==> config.mk <==
export PLATFORM = sky130hd
export DESIGN_NAME = cih_core
export DESIGN_NICKNAME = d
export VERILOG_FILES = /design/src/logic/cih_pkg.sv /design/src/logic/cih_core.sv
export SDC_FILE = /design/constraint.sdc
export NUM_CORES = 1
export LEC_CHECK = 0
export ABC_CLOCK_PERIOD_IN_PS = 5600
export CAP_MARGIN = 20
export CORE_MARGIN = 5
export CORE_UTILIZATION = 35
export DETAILED_ROUTE_END_ITERATION = 7
export DONT_BUFFER_PORTS = 1
export GPL_TIMING_DRIVEN = 1
export SLEW_MARGIN = 10
export SYNTH_ARGS = -nofsm -noshare
export SYNTH_HDL_FRONTEND = slang
export SYNTH_SLANG_ARGS = --single-unit
==> constraint.sdc <==
create_clock -name clk -period 5.6 [get_ports clk]
set_input_delay 0.56 -clock clk [delete_from_list [all_inputs] [get_ports clk]]
set_output_delay 0.56 -clock clk [all_outputs]
set_load 0.005 [all_outputs]
==> src/logic/cih_pkg.sv <==
// Purpose: shared constants and types of the cpu interrupt handling block
// Assumes: one clock, asynchronous active-low reset
// Notes:   Functional notes follow
//
// Functional notes
// - each source and reset own vector
// - take only if source and global enabled
// - boot lock may suppress by pc region
// - vectors default at lowest program addresses
// - lower vector wins, reset then request zero
// - relocate bit moves table to boot start
// - boot reset fuse moves reset vector
// - accepting interrupt clears global enable
// - software may re-enable, allowing nesting
// - return instruction sets global enable
// - hardware clears flag when vectoring
// - writing one clears a flag
// - disabled source flag held until serviced
// - pending flags serviced in priority order
// - level sources request only while present
// - one main instruction after return
// - status register not saved or restored
// - disable instruction blocks same-cycle interrupt
// - runs on undivided cpu clock
// - two-operand alu op in one cycle
// - 16-bit stack pointer, two bytes, reset zero
// - entry takes four cycles, pushing pc
// - return takes four cycles, sp plus two
// - instruction after enable runs first
// - multi-cycle instruction completes first
package cih_pkg;

  // ----------------------------------------------------------------
  // register map
  // ----------------------------------------------------------------
  localparam logic [3:0] CIH_ADDR_SP_LOW   = 4'h0;
  localparam logic [3:0] CIH_ADDR_SP_HIGH  = 4'h1;
  localparam logic [3:0] CIH_ADDR_FLAGS    = 4'h2;
  localparam logic [3:0] CIH_ADDR_ENABLES  = 4'h3;
  localparam logic [3:0] CIH_ADDR_CONTROL  = 4'h4;
  localparam logic [3:0] CIH_ADDR_STATUS   = 4'h5;
  localparam logic [3:0] CIH_ADDR_BOOT_LO  = 4'h6;
  localparam logic [3:0] CIH_ADDR_BOOT_HI  = 4'h7;

  // control bit positions
  localparam int CIH_CTRL_RELOCATE_BIT = 0;
  localparam int CIH_CTRL_GIE_BIT      = 1;

  // reset values
  localparam logic [15:0] CIH_SP_RESET   = 16'h0000;
  localparam logic [15:0] CIH_BOOT_RESET = 16'h3800;

  // timing counts in cpu clock cycles, then the vector stride in bytes
  localparam logic [3:0] CIH_ENTRY_CYCLES = 4'h4;
  localparam logic [3:0] CIH_WAKE_CYCLES  = 4'h4;
  localparam logic [3:0] CIH_RETURN_FROM_INTERRUPT_INSTR_CYCLES  = 4'h4;
  localparam logic [15:0] CIH_VEC_STRIDE  = 16'h0002;

  // ----------------------------------------------------------------
  // types
  // ----------------------------------------------------------------
  typedef enum logic [3:0] {
    CIH_RUN   = 4'b0001,
    CIH_WAKE  = 4'b0010,
    CIH_ENTRY = 4'b0100,
    CIH_RET   = 4'b1000
  } cih_state_t;

  // cpu sequencer handshake bundle
  typedef struct packed {
    logic boundary;     // an instruction completes this cycle
    logic sleeping;
    logic sei;
    logic cli;
    logic return_from_interrupt_instr;
  } cih_seq_t;

  // register port bundle
  typedef struct packed {
    logic [3:0] addr;
    logic [7:0] wdata;
    logic       wr;
    logic       rd;
  } cih_reg_req_t;

endpackage : cih_pkg

==> src/logic/cih_core.sv <==
// Purpose: interrupt arbitration, vectoring and stack pointer of the cpu
// Assumes: cpu clock undivided, sequencer pulses one cycle each
// Notes:   source 0 is external request zero; reset is vector 0
`timescale 1ns/1ps
module cih_core
  import cih_pkg::*;
#(
  parameter int N_SRC = 8
) (
  input  wire logic                clk,
  input  wire logic                reset_n,
  input  wire cih_reg_req_t        reg_req,
  output logic [7:0]               reg_rdata,
  input  wire cih_seq_t            seq,
  input  wire logic [N_SRC-1:0]    src_event,
  input  wire logic [N_SRC-1:0]    src_level,
  input  wire logic [N_SRC-1:0]    src_is_level,
  input  wire logic [15:0]         pc,
  input  wire logic                boot_reset_vector_fuse,
  input  wire logic                app_section_lock_bit,
  input  wire logic                boot_section_lock_bit,
  output logic                     vector_take,
  output logic [15:0]              vector_addr,
  output logic                     reset_vector_valid,
  output logic                     cpu_stall,
  output logic                     push_pc,
  output logic                     pop_pc,
  output logic [15:0]              stack_pointer
);

  // ----------------------------------------------------------------
  // state
  // ----------------------------------------------------------------
  logic [N_SRC-1:0] flag_q;
  logic [N_SRC-1:0] enable_q;
  logic             gie_q;
  logic             relocate_q;
  logic [15:0]      boot_start_q;
  logic [7:0]       sp_low_q;
  logic [7:0]       sp_high_q;
  logic             hold_q;        // one main instruction before servicing
  logic             rst_vec_q;
  cih_state_t       state_q;
  logic [3:0]       cnt_q;
  logic [N_SRC-1:0] grant_q;
  logic [7:0]       rdata_q;

  logic [N_SRC-1:0] req;
  logic [N_SRC-1:0] grant;
  logic             any_req;
  logic             suppress;
  logic             accept;
  logic [15:0]      vec_base;
  logic [15:0]      vec_idx;
  logic             wr_flags;
  logic             wr_ctrl;

  assign wr_flags = reg_req.wr && (reg_req.addr == CIH_ADDR_FLAGS);
  assign wr_ctrl  = reg_req.wr && (reg_req.addr == CIH_ADDR_CONTROL);

  // ----------------------------------------------------------------
  // request gathering and priority
  // ----------------------------------------------------------------
  // boot lock suppression: pc inside a locked section blocks servicing while the vector table sits in the other section
  always_comb begin
    suppress = 1'b0;
    if (app_section_lock_bit && (pc < boot_start_q) && relocate_q)
      suppress = 1'b1;
    if (boot_section_lock_bit && (pc >= boot_start_q) && !relocate_q)
      suppress = 1'b1;
  end

  // per source request: latched flag or live level, gated by own enable
  genvar g;
  generate
    for (g = 0; g < N_SRC; g++) begin : g_req
      assign req[g] = enable_q[g] && (src_is_level[g] ? src_level[g] : flag_q[g]);
    end
  endgenerate

  // lowest index means lowest vector, so it wins
  always_comb begin
    grant = '0;
    for (int i = N_SRC - 1; i >= 0; i--) begin
      if (req[i]) begin
        grant    = '0;
        grant[i] = 1'b1;
      end
    end
  end

  assign any_req = |req;

  // take only at a boundary, with global enable, outside the cli cycle
  assign accept = (state_q == CIH_RUN) && seq.boundary && any_req && gie_q
                  && !seq.cli && !seq.sei && !hold_q && !suppress
                  && !seq.return_from_interrupt_instr;

  // ----------------------------------------------------------------
  // interrupt flags
  // ----------------------------------------------------------------
  // events set, write-one clears, vectoring clears; set wins over clear
  always_ff @(posedge clk or negedge reset_n) begin
    if (!reset_n) begin
      flag_q <= '0;
    end else begin
      for (int i = 0; i < N_SRC; i++) begin
        if (src_event[i])
          flag_q[i] <= 1'b1;
        else if (wr_flags && reg_req.wdata[i])
          flag_q[i] <= 1'b0;
        else if (accept && grant[i] && !src_is_level[i])
          flag_q[i] <= 1'b0;
      end
    end
  end

  // individual enables
  always_ff @(posedge clk or negedge reset_n) begin
    if (!reset_n) begin
      enable_q <= '0;
    end else if (reg_req.wr && reg_req.addr == CIH_ADDR_ENABLES) begin
      enable_q <= reg_req.wdata[N_SRC-1:0];
    end
  end

  // ----------------------------------------------------------------
  // global enable
  // ----------------------------------------------------------------
  // status is never saved or restored by hardware here
  always_ff @(posedge clk or negedge reset_n) begin
    if (!reset_n) begin
      gie_q <= 1'b0;
    end else if (accept) begin
      gie_q <= 1'b0;
    end else if (seq.cli) begin
      gie_q <= 1'b0;
    end else if (state_q == CIH_RET && cnt_q == CIH_RETURN_FROM_INTERRUPT_INSTR_CYCLES - 4'h1) begin
      gie_q <= 1'b1;
    end else if (seq.sei) begin
      gie_q <= 1'b1;
    end else if (wr_ctrl) begin
      gie_q <= reg_req.wdata[CIH_CTRL_GIE_BIT];
    end
  end

  // one instruction runs after sei or after return before servicing
  always_ff @(posedge clk or negedge reset_n) begin
    if (!reset_n) begin
      hold_q <= 1'b0;
    end else if (seq.sei || (state_q == CIH_RET && cnt_q == CIH_RETURN_FROM_INTERRUPT_INSTR_CYCLES - 4'h1)) begin
      hold_q <= 1'b1;
    end else if (seq.boundary && state_q == CIH_RUN) begin
      hold_q <= 1'b0;
    end
  end

  // vector table placement
  always_ff @(posedge clk or negedge reset_n) begin
    if (!reset_n) begin
      relocate_q   <= 1'b0;
      boot_start_q <= CIH_BOOT_RESET;
    end else begin
      if (wr_ctrl)
        relocate_q <= reg_req.wdata[CIH_CTRL_RELOCATE_BIT];
      if (reg_req.wr && reg_req.addr == CIH_ADDR_BOOT_LO)
        boot_start_q[7:0] <= reg_req.wdata;
      if (reg_req.wr && reg_req.addr == CIH_ADDR_BOOT_HI)
        boot_start_q[15:8] <= reg_req.wdata;
    end
  end

  // ----------------------------------------------------------------
  // entry and return sequencing
  // ----------------------------------------------------------------
  // runs on the raw cpu clock, so every count here is in cpu cycles
  always_ff @(posedge clk or negedge reset_n) begin
    if (!reset_n) begin
      state_q <= CIH_RUN;
      cnt_q   <= 4'h0;
      grant_q <= '0;
    end else begin
      unique case (state_q)
        CIH_RUN: begin
          cnt_q <= 4'h0;
          if (accept) begin
            grant_q <= grant;
            state_q <= seq.sleeping ? CIH_WAKE : CIH_ENTRY;
          end else if (seq.return_from_interrupt_instr && seq.boundary) begin
            state_q <= CIH_RET;
          end
        end
        CIH_WAKE: begin
          cnt_q <= cnt_q + 4'h1;
          if (cnt_q == CIH_WAKE_CYCLES - 4'h1) begin
            cnt_q   <= 4'h0;
            state_q <= CIH_ENTRY;
          end
        end
        CIH_ENTRY: begin
          cnt_q <= cnt_q + 4'h1;
          if (cnt_q == CIH_ENTRY_CYCLES - 4'h1) begin
            cnt_q   <= 4'h0;
            state_q <= CIH_RUN;
          end
        end
        CIH_RET: begin
          cnt_q <= cnt_q + 4'h1;
          if (cnt_q == CIH_RETURN_FROM_INTERRUPT_INSTR_CYCLES - 4'h1) begin
            cnt_q   <= 4'h0;
            state_q <= CIH_RUN;
          end
        end
      endcase
    end
  end

  // ----------------------------------------------------------------
  // stack pointer
  // ----------------------------------------------------------------
  // two bytes pushed across entry, popped across return
  always_ff @(posedge clk or negedge reset_n) begin
    if (!reset_n) begin
      {sp_high_q, sp_low_q} <= CIH_SP_RESET;
    end else if (state_q == CIH_ENTRY && cnt_q == 4'h0) begin
      {sp_high_q, sp_low_q} <= {sp_high_q, sp_low_q} - CIH_VEC_STRIDE;
    end else if (state_q == CIH_RET && cnt_q == 4'h0) begin
      {sp_high_q, sp_low_q} <= {sp_high_q, sp_low_q} + CIH_VEC_STRIDE;
    end else if (reg_req.wr && reg_req.addr == CIH_ADDR_SP_LOW) begin
      sp_low_q <= reg_req.wdata;
    end else if (reg_req.wr && reg_req.addr == CIH_ADDR_SP_HIGH) begin
      sp_high_q <= reg_req.wdata;
    end
  end

  // ----------------------------------------------------------------
  // vector address
  // ----------------------------------------------------------------
  // vector n+1 for source n; reset holds vector 0
  always_comb begin
    vec_idx = 16'h0000;
    for (int i = 0; i < N_SRC; i++) begin
      if (grant_q[i])
        vec_idx = 16'(i + 1);
    end
  end

  assign vec_base = relocate_q ? boot_start_q : 16'h0000;

  always_ff @(posedge clk or negedge reset_n) begin
    if (!reset_n) begin
      vector_addr        <= 16'h0000;
      vector_take        <= 1'b0;
      reset_vector_valid <= 1'b0;
      rst_vec_q          <= 1'b1;
    end else begin
      vector_take        <= 1'b0;
      reset_vector_valid <= 1'b0;
      if (rst_vec_q) begin
        rst_vec_q          <= 1'b0;
        reset_vector_valid <= 1'b1;
        vector_addr        <= boot_reset_vector_fuse ? boot_start_q : 16'h0000;
      end else if (state_q == CIH_ENTRY && cnt_q == CIH_ENTRY_CYCLES - 4'h1) begin
        vector_take <= 1'b1;
        vector_addr <= vec_base + 16'(vec_idx * CIH_VEC_STRIDE);
      end
    end
  end

  assign cpu_stall = (state_q != CIH_RUN);
  assign push_pc   = (state_q == CIH_ENTRY) && (cnt_q < 4'h2);
  assign pop_pc    = (state_q == CIH_RET) && (cnt_q < 4'h2);
  assign stack_pointer = {sp_high_q, sp_low_q};

  // ----------------------------------------------------------------
  // register read port
  // ----------------------------------------------------------------
  // unmapped reads return zero; data valid the cycle after the strobe
  always_ff @(posedge clk or negedge reset_n) begin
    if (!reset_n) begin
      rdata_q <= 8'h00;
    end else if (reg_req.rd) begin
      unique case (reg_req.addr)
        CIH_ADDR_SP_LOW:  rdata_q <= sp_low_q;
        CIH_ADDR_SP_HIGH: rdata_q <= sp_high_q;
        CIH_ADDR_FLAGS:   rdata_q <= 8'(flag_q);
        CIH_ADDR_ENABLES: rdata_q <= 8'(enable_q);
        CIH_ADDR_CONTROL: rdata_q <= {6'h00, gie_q, relocate_q};
        CIH_ADDR_STATUS:  rdata_q <= {4'h0, 4'(state_q)};
        CIH_ADDR_BOOT_LO: rdata_q <= boot_start_q[7:0];
        CIH_ADDR_BOOT_HI: rdata_q <= boot_start_q[15:8];
        default:          rdata_q <= 8'h00;
      endcase
    end else begin
      rdata_q <= 8'h00;
    end
  end

  assign reg_rdata = rdata_q;

endmodule // cih_core

==> results.txt <==
Max Fclk: 309 MHz
Post-synth EDFFs: 0
Flops & latches, synth: 94
Die width: 142 µm
Synth Area in Simple Gates: 21.3%
Post-Synth Adder-Cell Area: 5.24%
GP Congestion: 0.878
WL per Instance: 21.6 µm
CTS root buffer: clkbuf_16
Synth Area in XOR/XNOR: 2.15%
Port Buffers: 0
Max VDD drop: 163 µV
Overflow after GRT: 0
Final Power: 2650 µW
Post-synth ARST share: 100%
Final instance area: 6580 µm²
Yosys warnings: 0
First DRT Iteration DRCs: 561
Largest net degree at the start of global routing: 90
Pleak: 0.00269 µW
CTS max path bufs: 2
Sequential fraction of the synthesis area: 38.6%
CP Depth: 9
Count of cell types in the netlist: 66
Mux contribution to synthesized area: 8.98%
Fraction of the cycle the final worst path needs: 57.7%
Layout cells sized above 1: 8.79%
Reg2Reg Depth: 9
Post-CTS setup buffer count: 0
Nets: 778
Vias per Instance: 5.81
PD cells: 403 nW/µm²
Final setup viols: 0
# IOs: 109
Clock sinks: 94
CTS H-Tree Depth: 3
Final min period: 3230 ps
Syn Nets: 809
Slowest CP cell: dfstp_2
Post-cts gate resize count: 0
Synth Instances: 720
Vias in the first global route: 5106
Worst-path clk slew: 70 ps
# rows: 48
Slew HR: 40.6%
CTS buffer count: 9
Min-Delay Path Class: input pin to async pin
Mapped Avg Cell Area: 8.49 µm²
Post-DP Area: 6240 µm²
Worst hold slack: 40.7 ps
CP cell instances: inv_1, ha_1, a21oi_1, nor2_1, a211oi_1, a311oi_1, nor4_2, clkbuf_4, mux2_2
Core footprint: 17200 µm²
Final wirelength: 19900 µm
CTS Hold Bufs: 1
Commonest register cell after synthesis: dfrtp_1
Clk Latency, worst-skew pair: 360 ps
TritonCTS clock tree: done
Crit path largest cell delay: 560 ps
1st-pass router iterations: 5
Status: finished clean
Endpoint class of the critical path: flop
Skew final: 10.8 ps
Post-detailed-route DRC marker count: 0
Via Count: 5352
Main combinational cell family by area after synthesis: simple AND/OR/NAND/NOR gates
Area Overhead vs Synth: 7.63%
Die area: 20200 µm²
CP top delay family: compound AO/OA/AOI/OAI gates
Post-detail-place hpwl: 14500 µm
Critical Path RT: 5840 ps
Die height: 142 µm
Initial core utilization: 35.5%
Critical path class: flop to flop
Cell Area, Synth: 6120 µm²
Worst EP arrival: 3480 ps
Initial antenna violation count: 3
Max Transition Viols Final: 0
Filler Cells Inserted: 1733
RSZ-0062 raised after global routing: no
Post-synthesis compound-gate area fraction: 19.0%
Slew @ Worst Pin: 888 ps
Final hold vios: 0
Critical Path Source Type: flop
First-pass GRT wire length: 30400 µm
Final ANT Viol Nets: 0
Total Neg Setup Slack: 0 ps
Tot GR Track Use: 19.7%
CP bufs+invs: 2
Critical-path maximum fanout: 9
Max cap viols: 0
## routing by layer
metal / global-route usage [%] / up-vias / wire [µm]
li1: - / 2537 / -
met1: 27.6 / 2554 / 8740
met2: 28.1 / 225 / 8710
met3: 6.49 / 32 / 1900
met4: 7.63 / 4 / 478
met5: 0 / - / 21
## layout make-up
cell class                      count  area [µm²]  area share (%)
Antenna cell                        2        5.00          0.0760
Clock buffer                       10         239            3.63
Clock inverter                      6        67.6            1.03
Inverter                           30         113            1.71
Multi-Input combinational cell    551        3480            52.8
Sequential cell                    94        2360            35.8
Tap cell                          225         282            4.28
Timing Repair Buffer                3        42.5           0.646
## through the flow
step | utilization (%) | setup WS, ps | instances
after floorplan | - | 2850 | 720
after global placement | 36.2 | 2210 | 901
after detailed placement | 36.2 | 2130 | 901
after CTS | 38.1 | 2090 | 918
after global routing | 38.2 | 2180 | 920
final | 38.2 | 2370 | 921
## cell usage after synthesis (all sizes together), types with 3 or more instances
master	instances	area, µm²
dfrtp	89	2230
nand2	88	330
nor2	66	248
o21ai	64	320
a21oi	56	280
clkbuf	35	133
inv	30	113
mux2	28	319
ha	24	300
nand3	21	105
nor3	17	85.1
a31oi	15	93.8
mux2i	14	140
nand4	14	87.6
and2	11	68.8
and3	11	68.8
buf	10	42.5
nor4	10	62.6
nand2b	9	56.3
xnor2	8	70.1
xor2	7	61.3
nor2b	6	37.5
a211oi	5	37.5
a22oi	5	37.5
dfstp	5	131
o21a	5	37.5
a22o	4	35.0
mux4	4	90.1
or3	4	25.0
a31o	3	26.3
and4	3	26.3
nor3b	3	22.5
nor4b	3	26.3
o21bai	3	22.5
o22ai	3	18.8
## sequential cells by signal, summed over array words and instances (netlist names), 4 cells and up
register / count
boot_start_q: 16
cnt_q: 4
enable_q: 8
flag_q: 8
grant_q: 8
reg_rdata: 8
sp_high_q: 8
sp_low_q: 8
state_q: 4
vector_addr: 16
## final timing paths
kind                            slack, ps                      endpoint                         start
worst max-delay path                 2370        grant_q[0]$_DFFE_PN0P_  boot_start_q[13]$_DFFE_PN1P_
worst min-delay path                   40  boot_start_q[11]$_DFFE_PN1P_                       reset_n
worst max register to register       2370        grant_q[0]$_DFFE_PN0P_  boot_start_q[13]$_DFFE_PN1P_
worst min register to register        490            hold_q$_DFFE_PN0P_            hold_q$_DFFE_PN0P_
max in group asynchronous            5110       sp_low_q[3]$_DFFE_PN0P_                       reset_n
min in group clk                      260             gie_q$_DFFE_PN0P_                        seq[1]
## layout by cell type (no fill, tap or decap), types with 6 or more instances in the layout
| master | instances |
|---|---|
| a21oi_1 | 56 |
| a31oi_1 | 15 |
| and2_1 | 11 |
| and3_1 | 11 |
| clkbuf_16 | 9 |
| dfrtp_1 | 89 |
| ha_1 | 24 |
| inv_1 | 30 |
| mux2_2 | 27 |
| mux2i_1 | 14 |
| nand2_1 | 88 |
| nand2b_1 | 9 |
| nand3_1 | 21 |
| nand4_1 | 14 |
| nor2_1 | 66 |
| nor2b_1 | 6 |
| nor3_1 | 17 |
| nor4_1 | 9 |
| o21ai_0 | 64 |
| xnor2_1 | 8 |
| xor2_1 | 7 |
## report_power, final
part	leakage [µW]	internal, µW	switching [µW]
combinational	0.00142	371	508
clock	0.000146	361	297
sequential	0.00113	825	290
## worst register-to-register path, delay by kind of cell, from the launching register on
kind | cells | cell delay, ps
simple gates | 2 | 530
flops | 1 | 560
mux | 1 | 350
fa+ha+maj | 1 | 290
buf+inv | 2 | 360
compound gates | 3 | 1030
## kinds of logic after synthesis
| group | after synthesis |
|---|---|
| flops | 94 |
| mux | 46 |
| compound gates | 192 |
| xor+xnor | 15 |
| buf+inv | 75 |
| simple gates | 272 |
| other cells | 1 |
| fa+ha+maj | 25 |
Power figures use the tool's default switching activity.
